**src/common/sp_alu_pkg.sv**
```systemverilog
package sp_alu_pkg;

    // ****************************************************************
    // instruction encoding fields
    // ****************************************************************
    localparam int MAJOR_HI = 31;
    localparam int MAJOR_LO = 26;
    localparam logic [5:0] MAJOR_OPCODE_GROUP_A = 6'h00;
    localparam logic [5:0] MINOR_EXTENSION_GROUP = 6'h3C;
    localparam logic [9:0] ABS_QB_CODE = 10'h004;
    localparam logic [9:0] ABS_PH_CODE = 10'h044;
    localparam logic [9:0] ABS_W_CODE = 10'h084;
    localparam logic [10:0] WRAP_ADD_PH_CODE = 11'h00D;
    localparam logic [10:0] SAT_ADD_PH_CODE = 11'h40D;

    // ****************************************************************
    // register field positions
    // ****************************************************************
    localparam int FIELD_W = 5;
    localparam int F2125_LO = 21;
    localparam int F1620_LO = 16;
    localparam int F1115_LO = 11;

    // ****************************************************************
    // control register flag and saturation values
    // ****************************************************************
    localparam int OUFLAG_BIT = 20;
    localparam logic [31:0] CTRL_RESET = 32'h0000_0000;
    localparam logic [15:0] H_MIN = 16'h8000;
    localparam logic [15:0] H_MAX = 16'h7FFF;
    localparam logic [7:0] B_MIN = 8'h80;
    localparam logic [7:0] B_MAX = 8'h7F;
    localparam logic [31:0] W_MIN = 32'h8000_0000;
    localparam logic [31:0] W_MAX = 32'h7FFF_FFFF;

    // ****************************************************************
    // operation kinds
    // ****************************************************************
    typedef enum logic [2:0] {
        OP_NONE,
        OP_ABS_QB,
        OP_ABS_PH,
        OP_ABS_W,
        OP_ADD_PH,
        OP_ADDS_PH
    } op_t;

endpackage : sp_alu_pkg

```
**src/common/sp_op_if.sv**
```systemverilog
// ****************************************************************
// decoded operation handed from decoder to top
// ****************************************************************
interface sp_op_if;
    sp_alu_pkg::op_t op;
    logic [4:0] dst;
    logic [4:0] src_a;
    logic [4:0] src_b;
    logic reserved;
    modport dec (output op, output dst, output src_a, output src_b,
                 output reserved);
    modport use_side (input op, input dst, input src_a, input src_b,
                      input reserved);
endinterface : sp_op_if

```
**src/sp_decode.sv**
```systemverilog
// ****************************************************************
// fixed encoding decoder
// ****************************************************************
module sp_decode (
    input wire logic [31:0] i_instr,
    sp_op_if.dec dec
);
    logic major_ok;
    logic [9:0] minor10;
    logic [10:0] minor11;

    // field extraction
    assign major_ok = i_instr[31:26] == sp_alu_pkg::MAJOR_OPCODE_GROUP_A;
    assign minor10 = i_instr[15:6];
    assign minor11 = i_instr[10:0];

    // opcode match and field placement per form
    always_comb begin
        dec.op = sp_alu_pkg::OP_NONE;
        dec.dst = i_instr[15:11];
        dec.src_a = i_instr[20:16];
        dec.src_b = i_instr[25:21];
        if (major_ok && i_instr[5:0] == sp_alu_pkg::MINOR_EXTENSION_GROUP)
        begin
            dec.dst = i_instr[25:21]; // RL2
            dec.src_a = i_instr[20:16];
            dec.src_b = 5'h00;
            case (minor10)
                sp_alu_pkg::ABS_PH_CODE: dec.op = sp_alu_pkg::OP_ABS_PH; // RL2
                sp_alu_pkg::ABS_QB_CODE: dec.op = sp_alu_pkg::OP_ABS_QB; // RL5
                sp_alu_pkg::ABS_W_CODE: dec.op = sp_alu_pkg::OP_ABS_W; // RL8
                default: dec.op = sp_alu_pkg::OP_NONE;
            endcase
        end else if (major_ok) begin
            case (minor11)
                sp_alu_pkg::WRAP_ADD_PH_CODE:
                    dec.op = sp_alu_pkg::OP_ADD_PH; // RL11
                sp_alu_pkg::SAT_ADD_PH_CODE:
                    dec.op = sp_alu_pkg::OP_ADDS_PH; // RL11
                default: dec.op = sp_alu_pkg::OP_NONE;
            endcase
        end
        dec.reserved = dec.op == sp_alu_pkg::OP_NONE;
    end
endmodule : sp_decode

```
**src/sp_lane.sv**
```systemverilog
// ****************************************************************
// one halfword lane: saturating abs, wrapping add, saturating add
// ****************************************************************
module sp_lane (
    input wire logic [15:0] i_a,
    input wire logic [15:0] i_b,
    input wire logic i_add,
    input wire logic i_sat,
    output logic [15:0] o_abs,
    output logic o_abs_sat,
    output logic [15:0] o_sum,
    output logic o_ovf
);
    logic [16:0] sum17;

    // magnitude with clamp of the most negative value
    always_comb begin
        o_abs_sat = i_a == sp_alu_pkg::H_MIN;
        if (o_abs_sat)
            o_abs = sp_alu_pkg::H_MAX; // RL3
        else if (i_a[15])
            o_abs = 16'(-i_a); // RL3
        else
            o_abs = i_a;
    end

    // 17-bit sign-extended sum and overflow
    always_comb begin
        sum17 = {i_a[15], i_a} + {i_b[15], i_b};
        o_ovf = i_add && (sum17[16] != sum17[15]); // RL14
        if (i_sat && o_ovf)
            o_sum = sum17[16] ? sp_alu_pkg::H_MIN : sp_alu_pkg::H_MAX; // RL13
        else
            o_sum = sum17[15:0]; // RL12
    end
endmodule : sp_lane

```
**src/sp_simd_alu.sv**
```systemverilog
// Summary of operation
// RL1: all five listed instruction forms are implemented
// RL2: halfword-pair abs decode and field placement
// RL3: halfword abs, 0x8000 clamps to 0x7FFF
// RL4: halfword abs saturation sets flag bit 20
// RL5: quad-byte abs decode, same fields
// RL6: byte abs, 0x80 clamps to 0x7F
// RL7: any byte saturation sets flag bit 20
// RL8: word abs decode
// RL9: word abs, most negative clamps to max
// RL10: word abs saturation sets flag bit 20
// RL11: halfword add decodes, wrap and saturating
// RL12: wrapping add truncates each sum
// RL13: saturating add clamps to 0x7FFF or 0x8000
// RL14: top two sum bits differ sets flag
// RL15: only reserved or disabled exceptions raised
// RL16: no operand-dependent exceptions
// RL17: flag is sticky, other bits untouched
module sp_simd_alu (
    input wire logic i_sys_clk,
    input wire logic i_nrst,
    input wire logic i_issue,
    input wire logic [31:0] i_instr,
    input wire logic [31:0] i_src_a,
    input wire logic [31:0] i_src_b,
    input wire logic i_sp_enable,
    input wire logic [31:0] i_ctrl,
    output logic o_valid,
    output logic [31:0] o_result,
    output logic [4:0] o_dst,
    output logic o_wr_en,
    output logic [31:0] o_ctrl,
    output logic o_ctrl_we,
    output logic o_exc_reserved,
    output logic o_exc_disabled
);
    // ****************************************************************
    // decode
    // ****************************************************************
    sp_op_if opi ();

    sp_decode u_dec (
        .i_instr(i_instr),
        .dec(opi)
    );

    // ****************************************************************
    // halfword lanes
    // ****************************************************************
    logic [31:0] abs_h;
    logic [31:0] sum_h;
    logic [1:0] abs_h_sat;
    logic [1:0] add_ovf;
    logic is_add;
    logic is_sat_add;

    assign is_add = opi.op == sp_alu_pkg::OP_ADD_PH ||
                    opi.op == sp_alu_pkg::OP_ADDS_PH;
    assign is_sat_add = opi.op == sp_alu_pkg::OP_ADDS_PH;

    genvar g;
    generate
        for (g = 0; g < 2; g++) begin : g_lane
            sp_lane u_lane (
                .i_a(i_src_a[16*g +: 16]),
                .i_b(i_src_b[16*g +: 16]),
                .i_add(is_add),
                .i_sat(is_sat_add),
                .o_abs(abs_h[16*g +: 16]),
                .o_abs_sat(abs_h_sat[g]),
                .o_sum(sum_h[16*g +: 16]),
                .o_ovf(add_ovf[g])
            );
        end
    endgenerate

    // ****************************************************************
    // byte lanes
    // ****************************************************************
    logic [31:0] abs_b;
    logic [3:0] abs_b_sat;

    generate
        for (g = 0; g < 4; g++) begin : g_byte
            // byte magnitude with clamp
            always_comb begin
                abs_b_sat[g] = i_src_a[8*g +: 8] == sp_alu_pkg::B_MIN;
                if (abs_b_sat[g])
                    abs_b[8*g +: 8] = sp_alu_pkg::B_MAX; // RL6
                else if (i_src_a[8*g+7])
                    abs_b[8*g +: 8] = 8'(-i_src_a[8*g +: 8]); // RL6
                else
                    abs_b[8*g +: 8] = i_src_a[8*g +: 8];
            end
        end
    endgenerate

    // ****************************************************************
    // word magnitude
    // ****************************************************************
    logic [31:0] abs_w;
    logic abs_w_sat;

    // word magnitude with clamp
    always_comb begin
        abs_w_sat = i_src_a == sp_alu_pkg::W_MIN;
        if (abs_w_sat)
            abs_w = sp_alu_pkg::W_MAX; // RL9
        else if (i_src_a[31])
            abs_w = 32'(-i_src_a); // RL9
        else
            abs_w = i_src_a;
    end

    // ****************************************************************
    // result select and flag
    // ****************************************************************
    logic [31:0] result_nxt;
    logic flag_nxt;

    // choose result and saturation event by operation
    always_comb begin
        result_nxt = 32'h0000_0000;
        flag_nxt = 1'b0;
        case (opi.op) // RL1
            sp_alu_pkg::OP_ABS_PH: begin
                result_nxt = abs_h;
                flag_nxt = |abs_h_sat; // RL4
            end
            sp_alu_pkg::OP_ABS_QB: begin
                result_nxt = abs_b;
                flag_nxt = |abs_b_sat; // RL7
            end
            sp_alu_pkg::OP_ABS_W: begin
                result_nxt = abs_w;
                flag_nxt = abs_w_sat; // RL10
            end
            sp_alu_pkg::OP_ADD_PH, sp_alu_pkg::OP_ADDS_PH: begin
                result_nxt = sum_h;
                flag_nxt = |add_ovf; // RL14
            end
            default: begin
                result_nxt = 32'h0000_0000;
                flag_nxt = 1'b0;
            end
        endcase
    end

    logic go;
    assign go = i_issue && !opi.reserved && i_sp_enable;

    // ****************************************************************
    // output registers
    // ****************************************************************

    // result and destination
    always_ff @(posedge i_sys_clk) begin
        if (!i_nrst) begin
            o_valid <= 1'b0;
            o_wr_en <= 1'b0;
            o_result <= 32'h0000_0000;
            o_dst <= 5'h00;
        end else begin
            o_valid <= i_issue;
            o_wr_en <= go;
            o_result <= go ? result_nxt : 32'h0000_0000;
            o_dst <= opi.dst;
        end
    end

    // control register update, flag set only
    always_ff @(posedge i_sys_clk) begin
        if (!i_nrst) begin
            o_ctrl <= sp_alu_pkg::CTRL_RESET;
            o_ctrl_we <= 1'b0;
        end else begin
            o_ctrl <= i_ctrl; // RL17
            if (go && flag_nxt)
                o_ctrl[sp_alu_pkg::OUFLAG_BIT] <= 1'b1; // RL17
            o_ctrl_we <= go && flag_nxt;
        end
    end

    // exceptions depend only on encoding and enable, never on data
    always_ff @(posedge i_sys_clk) begin
        if (!i_nrst) begin
            o_exc_reserved <= 1'b0;
            o_exc_disabled <= 1'b0;
        end else begin
            o_exc_reserved <= i_issue && opi.reserved; // RL15
            o_exc_disabled <= i_issue && !opi.reserved &&
                              !i_sp_enable; // RL16
        end
    end
endmodule : sp_simd_alu

```
**config.mk**
```make
export PLATFORM = sky130hd
export DESIGN_NAME = sp_simd_alu
export DESIGN_NICKNAME = d
export VERILOG_FILES = /design/src/common/sp_alu_pkg.sv /design/src/common/sp_op_if.sv /design/src/sp_decode.sv /design/src/sp_lane.sv /design/src/sp_simd_alu.sv
export SDC_FILE = /design/constraint.sdc
export NUM_CORES = 1
export LEC_CHECK = 0
export ABC_CLOCK_PERIOD_IN_PS = 10100
export BUFFER_PORTS_ARGS = -buffer_cell sky130_fd_sc_hd__buf_2
export CAP_MARGIN = 20
export CORE_MARGIN = 5
export CORE_UTILIZATION = 56
export DETAILED_ROUTE_END_ITERATION = 12
export HOLD_SLACK_MARGIN = 0.1
export PLACE_DENSITY_LB_ADDON = 0.2
export SLEW_MARGIN = 15
export SYNTH_ARGS = -nofsm -noshare
export SYNTH_HDL_FRONTEND = slang
export SYNTH_SLANG_ARGS = --single-unit
```
**constraint.sdc**
```tcl
create_clock -name i_sys_clk -period 10.1 [get_ports i_sys_clk]
set_clock_uncertainty 0.15 [all_clocks]
set_input_delay 2.525 -clock i_sys_clk [delete_from_list [all_inputs] [get_ports i_sys_clk]]
set_output_delay 2.525 -clock i_sys_clk [all_outputs]
set_load 0.03 [all_outputs]
```
==> results of run 1 <==
[metrics by stage]
stage	hold WS, ns	utilization	instance area [sq um]	std cells
after floorplan	2.45	-	6290	843
after global placement	2.56	0.663	7250	1128
after detailed placement	2.56	0.663	7250	1128
after CTS	2.19	0.691	7560	1144
after global routing	2.20	0.691	7560	1144
final	2.20	0.691	7560	1144
[worst max-delay path, stage by stage]
cell and delay, ns:
sky130_fd_sc_hd__buf_2 0.79, sky130_fd_sc_hd__or3b_2 0.52, sky130_fd_sc_hd__or3_1 0.47, sky130_fd_sc_hd__or2_2 0.50, sky130_fd_sc_hd__nor2_8 0.37, sky130_fd_sc_hd__a211oi_1 0.09
sky130_fd_sc_hd__a311oi_1 0.29, sky130_fd_sc_hd__a21oi_1 0.10, sky130_fd_sc_hd__a21oi_1 0.14
[logic make-up (layout without fill, tap and decap cells)]
family,Yosys count,in the layout,share of synthesized area
AO/OA/AOI/OAI,304,304,0.294
XOR/XNOR,72,72,0.100
adder cells (fa/ha/maj),41,41,0.0839
buffers and inverters,84,245,0.0551
flip-flops,74,74,0.235
multiplexers,10,10,0.0159
AND/OR/NAND/NOR,258,258,0.215
[power groups by stage]
stage | Sequential (mW) | Clock (mW) | Combinational (mW)
after global placement | 0.308 | 0 | 0.220
after detailed placement | 0.308 | 0 | 0.223
after floorplan | 0.326 | 0 | 0.143
after CTS | 0.302 | 0.344 | 0.225
final | 0.302 | 0.338 | 0.228
after global routing | 0.302 | 0.360 | 0.251
[final cells by class]
class                      instances  area (sq um)  area share
clock buffer                       9           225      0.0298
tap                              140           175      0.0232
sequential                        74          1480       0.196
clock inverter                     7          83.8      0.0111
inverter                          24          90.1      0.0119
timing repair buffer             205          1040       0.137
multi-input combinational        685          4470       0.591
[registers in the layout, indices dropped and copies added (netlist names)]
| register | flops |
|---|---|
| o_ctrl | 32 |
| o_result | 32 |
| o_dst | 5 |
| o_ctrl_we | 1 |
| o_exc_disabled | 1 |
| o_exc_reserved | 1 |
| o_valid | 1 |
| o_wr_en | 1 |
[layout by cell type, fill, tap and decap left out, drive strengths merged, types with 28 or more instances in the layout]
cell type / instances
buf: 205
ha: 39
a21oi: 96
nor2: 42
xnor2: 40
and2: 36
nand2: 72
dfxtp: 74
o21ai: 86
inv: 28
xor2: 32
a31oi: 29
[how the worst min path moves through the flow]
stage,from,slack (ns),cells after the start,end
after global routing,i_sp_enable,2.20,2,o_exc_disabled$_SDFF_PN0_
after floorplan,i_sp_enable,2.45,1,o_exc_disabled$_SDFF_PN0_
after detailed placement,i_sp_enable,2.56,2,o_exc_disabled$_SDFF_PN0_
final,i_sp_enable,2.20,2,o_exc_disabled$_SDFF_PN0_
after CTS,i_sp_enable,2.19,2,o_exc_disabled$_SDFF_PN0_
after global placement,i_sp_enable,2.56,2,o_exc_disabled$_SDFF_PN0_
[per-layer routing]
| layer | track usage | vias up | share of wire | wire (um) |
|---|---|---|---|---|
| met4 | 0.105 | 0 | 0.020 | 391 |
| met1 | 0.385 | 3105 | 0.43 | 8380 |
| li1 | - | 3367 | - | - |
| met2 | 0.446 | 331 | 0.47 | 9150 |
| met5 | 0 | - | 0 | 0 |
| met3 | 0.0413 | 37 | 0.081 | 1570 |
==> results.md, run 1 <==
| Step | Metric | Value |
|:---|:---|:---|
| finish | Share of cells above drive strength 1 | 0.236 |
| sta | Number of endpoints failing setup at the final stage | 0 |
| power and ir drop | Total internal power | 591 uW |
| sta | Upper clock frequency limit | 0.176 GHz |
| power and ir drop | Part of the power in registers | 0.348 |
| clocking | Count of hold-fix buffers inserted at cts | 0 |
| clocking | Post-CTS Repair Setup Buffers | 0 |
| floorplan | Die outline height | 116 um |
| logic synthesis | Post-synth EDFFs | 0 |
| sta | Minimum setup slack in the final design | 4.42 ns |
| sta | Unrepaired setup endpoints after global routing | no |
| job | Max Cap Viol | 0 |
| worst hold path | Worst min-delay path category | primary input to register |
| clocking | Clk slew on worst S/H paths | 0.06 ns |
| power and ir drop | VDD IR-drop max | 0.108 mV |
| logic synthesis | Most frequent cell after synthesis | sky130_fd_sc_hd__a21oi_1 |
| placed design | Detailed placer's ending HPWL | 14.4 mm |
| placed design | Count of buffers inserted at the top-level ports | 200 |
| drt | Router iterations before antenna repair | 5 |
| clocking | Clock Tree Root | sky130_fd_sc_hd__clkbuf_16 |
| power and ir drop | Overall power after layout | 867 uW |
| power and ir drop | Relative contribution of the clock network to total power | 0.390 |
| drt | Drt via density | 5.98 |
| placed design | Minimum setup slack after placement | 4.11 ns |
| sta | Transition time at the pin with the least slew margin | 1.13 ns |
| grt | Grt total ovfl | 0 |
| drt | Vias after detailed routing | 6840 |
| logic synthesis | Synthesized area | 0.00629 sq mm |
| power and ir drop | Comb pwr share | 0.262 |
| logic synthesis | Flip-flop and latch count after synthesis | 74 |
| finish | Number of fill cells | 992 |
| clocking | Post_cts resized | 0 |
| critical path | Endpoint required time on the critical path | 10.23 ns |
| placed design | Routability-driven placement congestion ratio | 0.946 |
| critical path | Worst Path Arrival | 5.81 ns |
| drt | Wire length reported by the detailed router | 19.5 mm |
| floorplan | Placement Rows | 38 |
| drt | Drt first-iter violations | 567 |
| sta | Final min period | 5.68 ns |
| clocking | Cts bufs inserted | 9 |
| power and ir drop | Cell Pwr Density | 115 mW/mm^2 |
| run status | Status | finished clean |
| floorplan | Top-Level Pins | 206 |
| power and ir drop | Leakage power figure | 3.38 nW |
| critical path | Type of the setup path with the least slack | primary input to register |
| logic synthesis | Cells after Synth | 843 |
| logic synthesis | Flip-flop cell with the highest count after synthesis | sky130_fd_sc_hd__dfxtp_1 |
| grt | Via count of the first global-routing pass | 6262 |
| grt | Global routing usage summed across all routing layers | 0.280 |
| finish | Number of antenna cells inserted | 0 |
| drt | Number of nets still failing antenna checks after routing | 0 |
| critical path | Worst setup path startpoint | i_src_a[31] |
| logic synthesis | Top area cells in the synthesized netlist | sky130_fd_sc_hd__dfxtp_1 (24%), sky130_fd_sc_hd__ha_1 (7.8%), sky130_fd_sc_hd__a21oi_1 (7.6%) |
| power and ir drop | Proportion of total power due to net switching | 0.318 |
| sta | Final number of hold-violating endpoints | 0 |
| logic synthesis | Largest area contributor in the netlist | sky130_fd_sc_hd__dfxtp_1 |
| drt | Average routed wire per standard cell | 17.0 um |
| logic synthesis | Ys async rst share | 0 |
| grt | First-pass GRT wire length | 30.5 mm |
| floorplan | Starting utilization of the core area | 0.576 |
| finish | Area delta synth->final | 20.1% |
| clocking | H-Tree Level Count | 3 |
| critical path | Critical Path Sink Type | register |
| logic synthesis | Total number of yosys warnings | 0 |
| floorplan | Die footprint | 0.0135 sq mm |
| grt | Initial antenna violation count | 0 |
| logic synthesis | Portion of synthesized cell area occupied by the leading cell type | 0.235 |
| floorplan | Die Span X | 116 um |
| clocking | Max Root-Sink Buffers | 2 |
| logic synthesis | Most instantiated cells after synthesis | sky130_fd_sc_hd__a21oi_1 (95), sky130_fd_sc_hd__o21ai_0 (83), sky130_fd_sc_hd__dfxtp_1 (74) |
| floorplan | Placeable core area | 0.0109 sq mm |
| critical path | Last element of the critical path | o_result[16]$_SDFF_PN0_ |
| clocking | Number of clock sinks seen by CTS | 74 |
| critical path | Peak fanout along the critical path | 61 |
| drt | DRC | 0 |
| grt | Pin count of the biggest net entering global routing | 62 |
| critical path | Startpoint class of the critical path | primary input |
| logic synthesis | Count of different cell masters after synthesis | 67 |
| logic synthesis | Post-synthesis area per instance | 7.47 sq um |
| sta | Worst slew margin relative to its limit | 0.245 |
| logic synthesis | Mapped Nets | 1016 |
| clocking | Clock tree from TritonCTS | yes |
| finish | Number of nets at the end of the flow | 1172 |
| sta | Slew Limit Fails | 0 |
| sta | Final setup TNS | 0 ns |
| power and ir drop | Switching power | 276 uW |
| sta | Final worst-path cycle share | 0.563 |
| logic synthesis | Portion of the post-synthesis area used by sequential elements | 0.235 |
Power figures use the tool's default switching activity.
==> inputs of run 2 (changes only) <==
Settings changed: ABC_CLOCK_PERIOD_IN_PS 10100 to 5700, CORE_UTILIZATION 56 to 52.
Clock period 10.1 ns to 5.7 ns, I/O delays scaled along.
==> run 2 against run 1 <==
  * Cell area grew 0.36%
  * Sequential cell count did not move
  * Largest cell class unchanged
  * Sequential power increased by 77%
==> results.md, run 2 (synthesis results as in run 1) <==
| Step | Metric | Value | Change |
|:---|:---|:---|:---|
| run status | Status | finished clean | unchanged |
| sta | Upper clock frequency limit | 0.230 GHz |  |
| clocking | Number of clock sinks seen by CTS | 74 | unchanged |
| grt | Global routing usage summed across all routing layers | 0.259 | was 0.280 |
| sta | Unrepaired setup endpoints after global routing | no | unchanged |
| clocking | Cts bufs inserted | 9 | unchanged |
| critical path | Type of the setup path with the least slack | primary input to register | unchanged |
| finish | Number of nets at the end of the flow | 1173 | was 1172 |
| power and ir drop | Leakage power figure | 3.39 nW | was 3.38 nW |
| job | Max Cap Viol | 0 | unchanged |
| clocking | Clock tree from TritonCTS | yes | unchanged |
| drt | Wire length reported by the detailed router | 19.4 mm | was 19.5 mm |
| sta | Worst slew margin relative to its limit | 0.314 | was 0.245 |
| critical path | Critical Path Sink Type | register | unchanged |
| grt | Grt total ovfl | 0 | unchanged |
| critical path | Worst Path Arrival | 4.49 ns | was 5.81 ns |
| clocking | Post_cts resized | 0 | unchanged |
| grt | Via count of the first global-routing pass | 6216 | was 6262 |
| sta | Transition time at the pin with the least slew margin | 1.03 ns | was 1.13 ns |
| floorplan | Die outline height | 120 um | was 116 um |
| grt | First-pass GRT wire length | 30.6 mm | was 30.5 mm |
| placed design | Routability-driven placement congestion ratio | 0.939 | was 0.946 |
| sta | Number of endpoints failing setup at the final stage | 0 | unchanged |
| clocking | Max Root-Sink Buffers | 2 | unchanged |
| drt | DRC | 0 | unchanged |
| drt | Drt first-iter violations | 463 | was 567 |
| floorplan | Die footprint | 0.0144 sq mm | was 0.0135 sq mm |
| finish | Top flop regs | o_ctrl (32), o_result (32), o_dst (5) | unchanged |
| power and ir drop | Cell Pwr Density | 203 mW/mm^2 | was 115 mW/mm^2 |
| power and ir drop | VDD IR-drop max | 0.123 mV | was 0.108 mV |
| clocking | Clk slew on worst S/H paths | 0.07 ns | was 0.06 ns |
| finish | Area delta synth->final | 20.6% | was 20.1% |
| sta | Slew Limit Fails | 0 | unchanged |
| sta | Final setup TNS | 0 ns | unchanged |
| finish | Number of fill cells | 1119 | was 992 |
| drt | Vias after detailed routing | 6818 | was 6840 |
| sta | Final worst-path cycle share | 0.763 |  |
| grt | Pin count of the biggest net entering global routing | 61 | was 62 |
| finish | Most common library cell in the layout ignoring fill and taps | sky130_fd_sc_hd__buf_2 | unchanged |
| drt | Router iterations before antenna repair | 5 | unchanged |
| floorplan | Starting utilization of the core area | 0.526 | was 0.576 |
| clocking | Count of hold-fix buffers inserted at cts | 0 | unchanged |
| clocking | Clock Tree Root | sky130_fd_sc_hd__clkbuf_16 | unchanged |
| grt | Initial antenna violation count | 0 | unchanged |
| worst hold path | Worst min-delay path category | primary input to register | unchanged |
| sta | Final number of hold-violating endpoints | 0 | unchanged |
| critical path | Peak fanout along the critical path | 24 | was 61 |
| sta | Final min period | 4.35 ns |  |
| clocking | Post-CTS Repair Setup Buffers | 0 | unchanged |
| clocking | H-Tree Level Count | 3 | unchanged |
| finish | Share of cells above drive strength 1 | 0.239 | was 0.236 |
| placed design | Detailed placer's ending HPWL | 14.4 mm | about the same |
| critical path | Startpoint class of the critical path | primary input | unchanged |
| finish | Commonest non-fill, non-tap cells in the layout | sky130_fd_sc_hd__buf_2 (200), sky130_fd_sc_hd__a21oi_1 (95), sky130_fd_sc_hd__o21ai_0 (83) | unchanged |
| drt | Average routed wire per standard cell | 16.9 um | was 17.0 um |
| placed design | Count of buffers inserted at the top-level ports | 200 | unchanged |
| finish | Number of antenna cells inserted | 0 | unchanged |
| power and ir drop | Overall power after layout | 1.54 mW | was 867 uW |
| critical path | Endpoint required time on the critical path | 5.84 ns | was 10.23 ns |
| drt | Number of nets still failing antenna checks after routing | 0 | unchanged |
| floorplan | Top-Level Pins | 206 | unchanged |
| drt | Drt via density | 5.92 | was 5.98 |
| floorplan | Die Span X | 120 um | was 116 um |
| floorplan | Placeable core area | 0.0120 sq mm | was 0.0109 sq mm |
| floorplan | Placement Rows | 40 | was 38 |
-- run 2: critical path, cell delays in order --
cell                       delay [ns]
sky130_fd_sc_hd__buf_2           0.16
sky130_fd_sc_hd__inv_1           0.09
sky130_fd_sc_hd__ha_1            0.26
sky130_fd_sc_hd__or3b_1          0.47
sky130_fd_sc_hd__or4_4           0.50
sky130_fd_sc_hd__or3_1           0.59
sky130_fd_sc_hd__nor2_8          0.42
sky130_fd_sc_hd__a211oi_1        0.09
sky130_fd_sc_hd__a311oi_1        0.27
sky130_fd_sc_hd__a21oi_1         0.08
sky130_fd_sc_hd__a21oi_1         0.13
-- run 2: path summary, 6_finish.rpt --
kind	from	depth (start not counted)	slack [ns]	endpoint
worst max-delay path	i_src_a[1]	11	1.35	o_result[16]$_SDFF_PN0_
worst min-delay path	i_sp_enable	2	1.12	o_exc_disabled$_SDFF_PN0_
-- run 2: layer usage --
| metal | vias to the layer above | wire [um] | track usage |
|---|---|---|---|
| li1 | 3373 | - | - |
| met1 | 3123 | 8310 | 0.331 |
| met2 | 300 | 9460 | 0.440 |
| met3 | 22 | 1440 | 0.0533 |
| met4 | 0 | 237 | 0.0780 |
| met5 | - | 0 | 0 |
-- run 2: layout make-up --
class | count | area (sq um) | share of cell area
clock buffers | 9 | 225 | 0.0297
clock inverters | 7 | 83.8 | 0.0110
inverters | 24 | 90.1 | 0.0119
multi-input cells | 685 | 4480 | 0.590
flip-flops and latches | 74 | 1480 | 0.195
well taps | 147 | 184 | 0.0242
repair buffers | 206 | 1050 | 0.138
-- run 2: report_power, final --
part	internal, mW	switching [mW]	total [mW]	leakage (nW)
Combinational	0.169	0.232	0.401	2.63
Sequential	0.532	0.00374	0.535	0.607
Clock	0.348	0.255	0.604	0.149
-- run 2: per-stage QoR --
step	util	cells	hold slack, ns	instance area [sq um]	worst slack [ns]
2_1_floorplan	-	843	1.35	6290	1.52
5_1_grt	0.634	1152	1.11	7590	1.14
3_3_place_gp	0.608	1136	1.48	7280	1.00
3_5_place_dp	0.608	1136	1.48	7280	0.996
6_report	0.634	1152	1.12	7590	1.35
4_1_cts	0.634	1152	1.11	7590	1.36
==> inputs of run 3 (changes only) <==
Settings changed: ABC_AREA set to 1, ABC_CLOCK_PERIOD_IN_PS 5700 to 4500, CORE_UTILIZATION 52 to 54.
Clock period 5.7 ns to 4.5 ns, I/O delays scaled along.
==> run 3 against run 2 <==
  * Non-clock buffer count fell by 2
  * Via count rose by 25%
  * Synthesized cell count rose by 49%
  * Routed wire length rose by 24%
  * Area after synthesis rose by 16%
  * Utilization rose by 1.9 points
  * Critical path type unchanged
  * Largest cell class unchanged
==> results.md, run 3 <==
| Step | Metric | Value | Change |
|:---|:---|:---|:---|
| logic synthesis | Largest area contributor in the netlist | sky130_fd_sc_hd__nand2_1 | was sky130_fd_sc_hd__dfxtp_1 |
| sta | Number of endpoints failing setup at the final stage | 0 | unchanged |
| sta | Final min period | 3.25 ns |  |
| power and ir drop | VDD IR-drop max | 0.158 mV | was 0.123 mV |
| finish | Utilization of the core after routing | 0.653 | was 0.634 |
| drt | Drt first-iter violations | 834 | was 463 |
| logic synthesis | Synthesized area | 0.00728 sq mm | was 0.00629 sq mm |
| job | Max Cap Viol | 0 | unchanged |
| critical path | Startpoint class of the critical path | primary input | unchanged |
| floorplan | Starting utilization of the core area | 0.549 | was 0.526 |
| critical path | Critical Path Sink Type | register | unchanged |
| clocking | Number of clock sinks seen by CTS | 74 | unchanged |
| grt | Via count of the first global-routing pass | 7600 | was 6216 |
| critical path | Type of the setup path with the least slack | primary input to register | unchanged |
| finish | Area delta synth->final | 18.9% | was 20.6% |
| finish | Most common library cell in the layout ignoring fill and taps | sky130_fd_sc_hd__nand2_1 | was sky130_fd_sc_hd__buf_2 |
| logic synthesis | Flip-flop cell with the highest count after synthesis | sky130_fd_sc_hd__dfxtp_1 | unchanged |
| logic synthesis | Mapped Nets | 1432 | was 1016 |
| floorplan | Top-Level Pins | 206 | unchanged |
| logic synthesis | Flip-flop and latch count after synthesis | 74 | unchanged |
| run status | Status | finished clean | unchanged |
| finish | Share of cells above drive strength 1 | 0.196 | was 0.239 |
| logic synthesis | Ys async rst share | 0 | unchanged |
| drt | Wire length reported by the detailed router | 24.1 mm | was 19.4 mm |
| floorplan | Placeable core area | 0.0132 sq mm | was 0.0120 sq mm |
| clocking | Clock Tree Root | sky130_fd_sc_hd__clkbuf_16 | unchanged |
| sta | Upper clock frequency limit | 0.308 GHz |  |
| drt | Drt via density | 5.27 | was 5.92 |
| floorplan | Placement Rows | 42 | was 40 |
| worst hold path | Worst min-delay path category | primary input to register | unchanged |
| grt | Global routing usage summed across all routing layers | 0.294 | was 0.259 |
| logic synthesis | Most instantiated cells after synthesis | sky130_fd_sc_hd__nand2_1 (400), sky130_fd_sc_hd__inv_1 (163), sky130_fd_sc_hd__nor2_1 (136) | was sky130_fd_sc_hd__a21oi_1 (95), sky130_fd_sc_hd__o21ai_0 (83), sky130_fd_sc_hd__dfxtp_1 (74) |
| clocking | Post-CTS Repair Setup Buffers | 0 | unchanged |
| drt | DRC | 0 | unchanged |
| critical path | Peak fanout along the critical path | 29 | was 24 |
| grt | First-pass GRT wire length | 38.1 mm | was 30.6 mm |
| clocking | Clock tree from TritonCTS | yes | unchanged |
| power and ir drop | Leakage power figure | 4.91 nW | was 3.39 nW |
| finish | Non-filler cells in the finished layout | 1619 | was 1152 |
| placed design | Detailed placer's ending HPWL | 19.1 mm | was 14.4 mm |
| logic synthesis | Count of different cell masters after synthesis | 41 | was 67 |
| sta | Unrepaired setup endpoints after global routing | no | unchanged |
| sta | Post-Route Hold Slack | 0.814 ns | was 1.12 ns |
| logic synthesis | Most frequent cell after synthesis | sky130_fd_sc_hd__nand2_1 | was sky130_fd_sc_hd__a21oi_1 |
| sta | Final worst-path cycle share | 0.722 |  |
| critical path | Worst Path Arrival | 3.34 ns | was 4.49 ns |
| placed design | Count of buffers inserted at the top-level ports | 200 | unchanged |
| sta | Final number of hold-violating endpoints | 0 | unchanged |
| logic synthesis | Cells after Synth | 1259 | was 843 |
| clocking | Post_cts resized | 0 | unchanged |
| finish | Top flop regs | o_ctrl (32), o_result (32), o_dst (5) | unchanged |
| grt | Initial antenna violation count | 0 | unchanged |
| sta | Worst slew margin relative to its limit | 0.548 | was 0.314 |
| clocking | H-Tree Level Count | 3 | unchanged |
| floorplan | Die Span X | 126 um | was 120 um |
| placed design | Inst Count DP | 1603 | was 1136 |
| finish | Commonest non-fill, non-tap cells in the layout | sky130_fd_sc_hd__nand2_1 (400), sky130_fd_sc_hd__buf_2 (200), sky130_fd_sc_hd__inv_1 (163) | was sky130_fd_sc_hd__buf_2 (200), sky130_fd_sc_hd__a21oi_1 (95), sky130_fd_sc_hd__o21ai_0 (83) |
| grt | Grt total ovfl | 0 | unchanged |
| logic synthesis | Post-synthesis area per instance | 5.78 sq um | was 7.47 sq um |
| logic synthesis | Portion of synthesized cell area occupied by the leading cell type | 0.206 | was 0.235 |
| critical path | Cell with the most instances on the worst path | sky130_fd_sc_hd__nand2_1 | was sky130_fd_sc_hd__a21oi_1 |
| floorplan | Die footprint | 0.0159 sq mm | was 0.0144 sq mm |
| clocking | Clk slew on worst S/H paths | 0.06 ns | was 0.07 ns |
| clocking | Cts bufs inserted | 9 | unchanged |
| drt | Number of nets still failing antenna checks after routing | 0 | unchanged |
| critical path | Cell-by-cell listing of the critical path | buf_2 -> ha_1 -> a21oi_1 -> nand2_1 -> a21oi_1 -> nand2_1 -> nand2_1 -> nand3_2 -> nand2_1 -> nand3_1 -> nand2_1 -> inv_1 | was buf_2 -> inv_1 -> ha_1 -> or3b_1 -> or4_4 -> or3_1 -> nor2_8 -> a211oi_1 -> a311oi_1 -> a21oi_1 -> a21oi_1 |
| grt | Pin count of the biggest net entering global routing | 48 | was 61 |
| drt | Vias after detailed routing | 8539 | was 6818 |
| sta | Transition time at the pin with the least slew margin | 0.677 ns | was 1.03 ns |
| clocking | Count of hold-fix buffers inserted at cts | 0 | unchanged |
| placed design | Routability-driven placement congestion ratio | 0.990 | was 0.939 |
| drt | Router iterations before antenna repair | 6 | was 5 |
| finish | Number of nets at the end of the flow | 1611 | was 1173 |
| clocking | Max Root-Sink Buffers | 2 | unchanged |
| floorplan | Die outline height | 126 um | was 120 um |
| power and ir drop | Overall power after layout | 1.99 mW | was 1.54 mW |
| critical path | Endpoint required time on the critical path | 4.59 ns | was 5.84 ns |
| logic synthesis | Top area cells in the synthesized netlist | sky130_fd_sc_hd__nand2_1 (21%), sky130_fd_sc_hd__dfxtp_1 (20%), sky130_fd_sc_hd__inv_1 (8.4%) | was sky130_fd_sc_hd__dfxtp_1 (24%), sky130_fd_sc_hd__ha_1 (7.8%), sky130_fd_sc_hd__a21oi_1 (7.6%) |
| power and ir drop | Cell Pwr Density | 230 mW/mm^2 | was 203 mW/mm^2 |
| logic synthesis | Total number of yosys warnings | 0 | unchanged |
| logic synthesis | Portion of the post-synthesis area used by sequential elements | 0.204 | was 0.235 |
| critical path | Crit path max-delay cell type | sky130_fd_sc_hd__buf_2 | was sky130_fd_sc_hd__or3_1 |
| critical path | Crit path largest cell delay | 0.44 ns | was 0.59 ns |
| finish | Number of antenna cells inserted | 0 | unchanged |
| logic synthesis | Post-synth EDFFs | 0 | unchanged |
| sta | Slew Limit Fails | 0 | unchanged |
| drt | Average routed wire per standard cell | 14.9 um | was 16.9 um |
| sta | Final setup TNS | 0 ns | unchanged |
==> run 3: cell types whose count changed in the layout (fill, tap and decap cells not counted), moves of 31 or more <==
| cell | change |
|---|---|
| sky130_fd_sc_hd__xnor2_1 | -31 |
| sky130_fd_sc_hd__nand3_1 | +90 |
| sky130_fd_sc_hd__nand2_1 | +328 |
| sky130_fd_sc_hd__and2_1 | -32 |
| sky130_fd_sc_hd__nor2_1 | +95 |
| sky130_fd_sc_hd__inv_1 | +139 |
==> run 3: per-layer routing <==
layer / vias up / track usage / wire, um
met3: 37 / 0.0572 / 2450
met2: 422 / 0.490 / 11200
met5: - / 0 / 0
met1: 3715 / 0.395 / 10000
met4: 0 / 0.0694 / 445
li1: 4365 / - / -
==> run 3: where the power goes <==
part           internal, mW  switching [mW]  total (mW)
registers             0.674         0.00367       0.677
logic                 0.206           0.382       0.588
clock network         0.445           0.283       0.727
==> run 3: cell type report <==
cell class	instances	area, sq um
Timing Repair Buffer	204	1030
Clock buffer	10	239
Clock inverter	6	66.3
Inverter	176	661
Fill cell	1336	4590
Multi-Input combinational cell	973	4950
Tap cell	176	220
Sequential cell	74	1480
==> run 3: path summary, 6_finish.rpt <==
kind / startpoint / to / slack [ns] / cells after the start
max: i_src_a[15] / o_result[15]$_SDFF_PN0_ / 1.25 / 12
min: i_ctrl[16] / o_ctrl[16]$_SDFF_PN0_ / 0.81 / 3
==> run 3: critical path: cells and delay by family <==
family / cells / cell delay [ns]
AND/OR/NAND/NOR: 7 / 0.96
buffers and inverters: 2 / 0.48
adder cells (fa/ha/maj): 1 / 0.38
AO/OA/AOI/OAI: 2 / 0.36
==> run 3: logic make-up after synthesis <==
| group | count (synthesis) | share of synthesized area |
|---|---|---|
| AOI/OAI and AO/OA | 188 | 0.139 |
| xor gates and xnor gates | 31 | 0.0373 |
| adders and majority gates | 41 | 0.0726 |
| buffers and inverters | 212 | 0.116 |
| DFF | 74 | 0.204 |
| muxes | 1 | 0.00138 |
| and+or+nand+nor | 712 | 0.430 |
==> run 3: per-stage QoR <==
step           instance area [sq um]  setup slack (ns)
3_5_place_dp                    8340             0.909
4_1_cts                         8650              1.25
3_3_place_gp                    8340             0.913
5_1_grt                         8650             0.975
6_report                        8650              1.25
2_1_floorplan                   7280              1.39
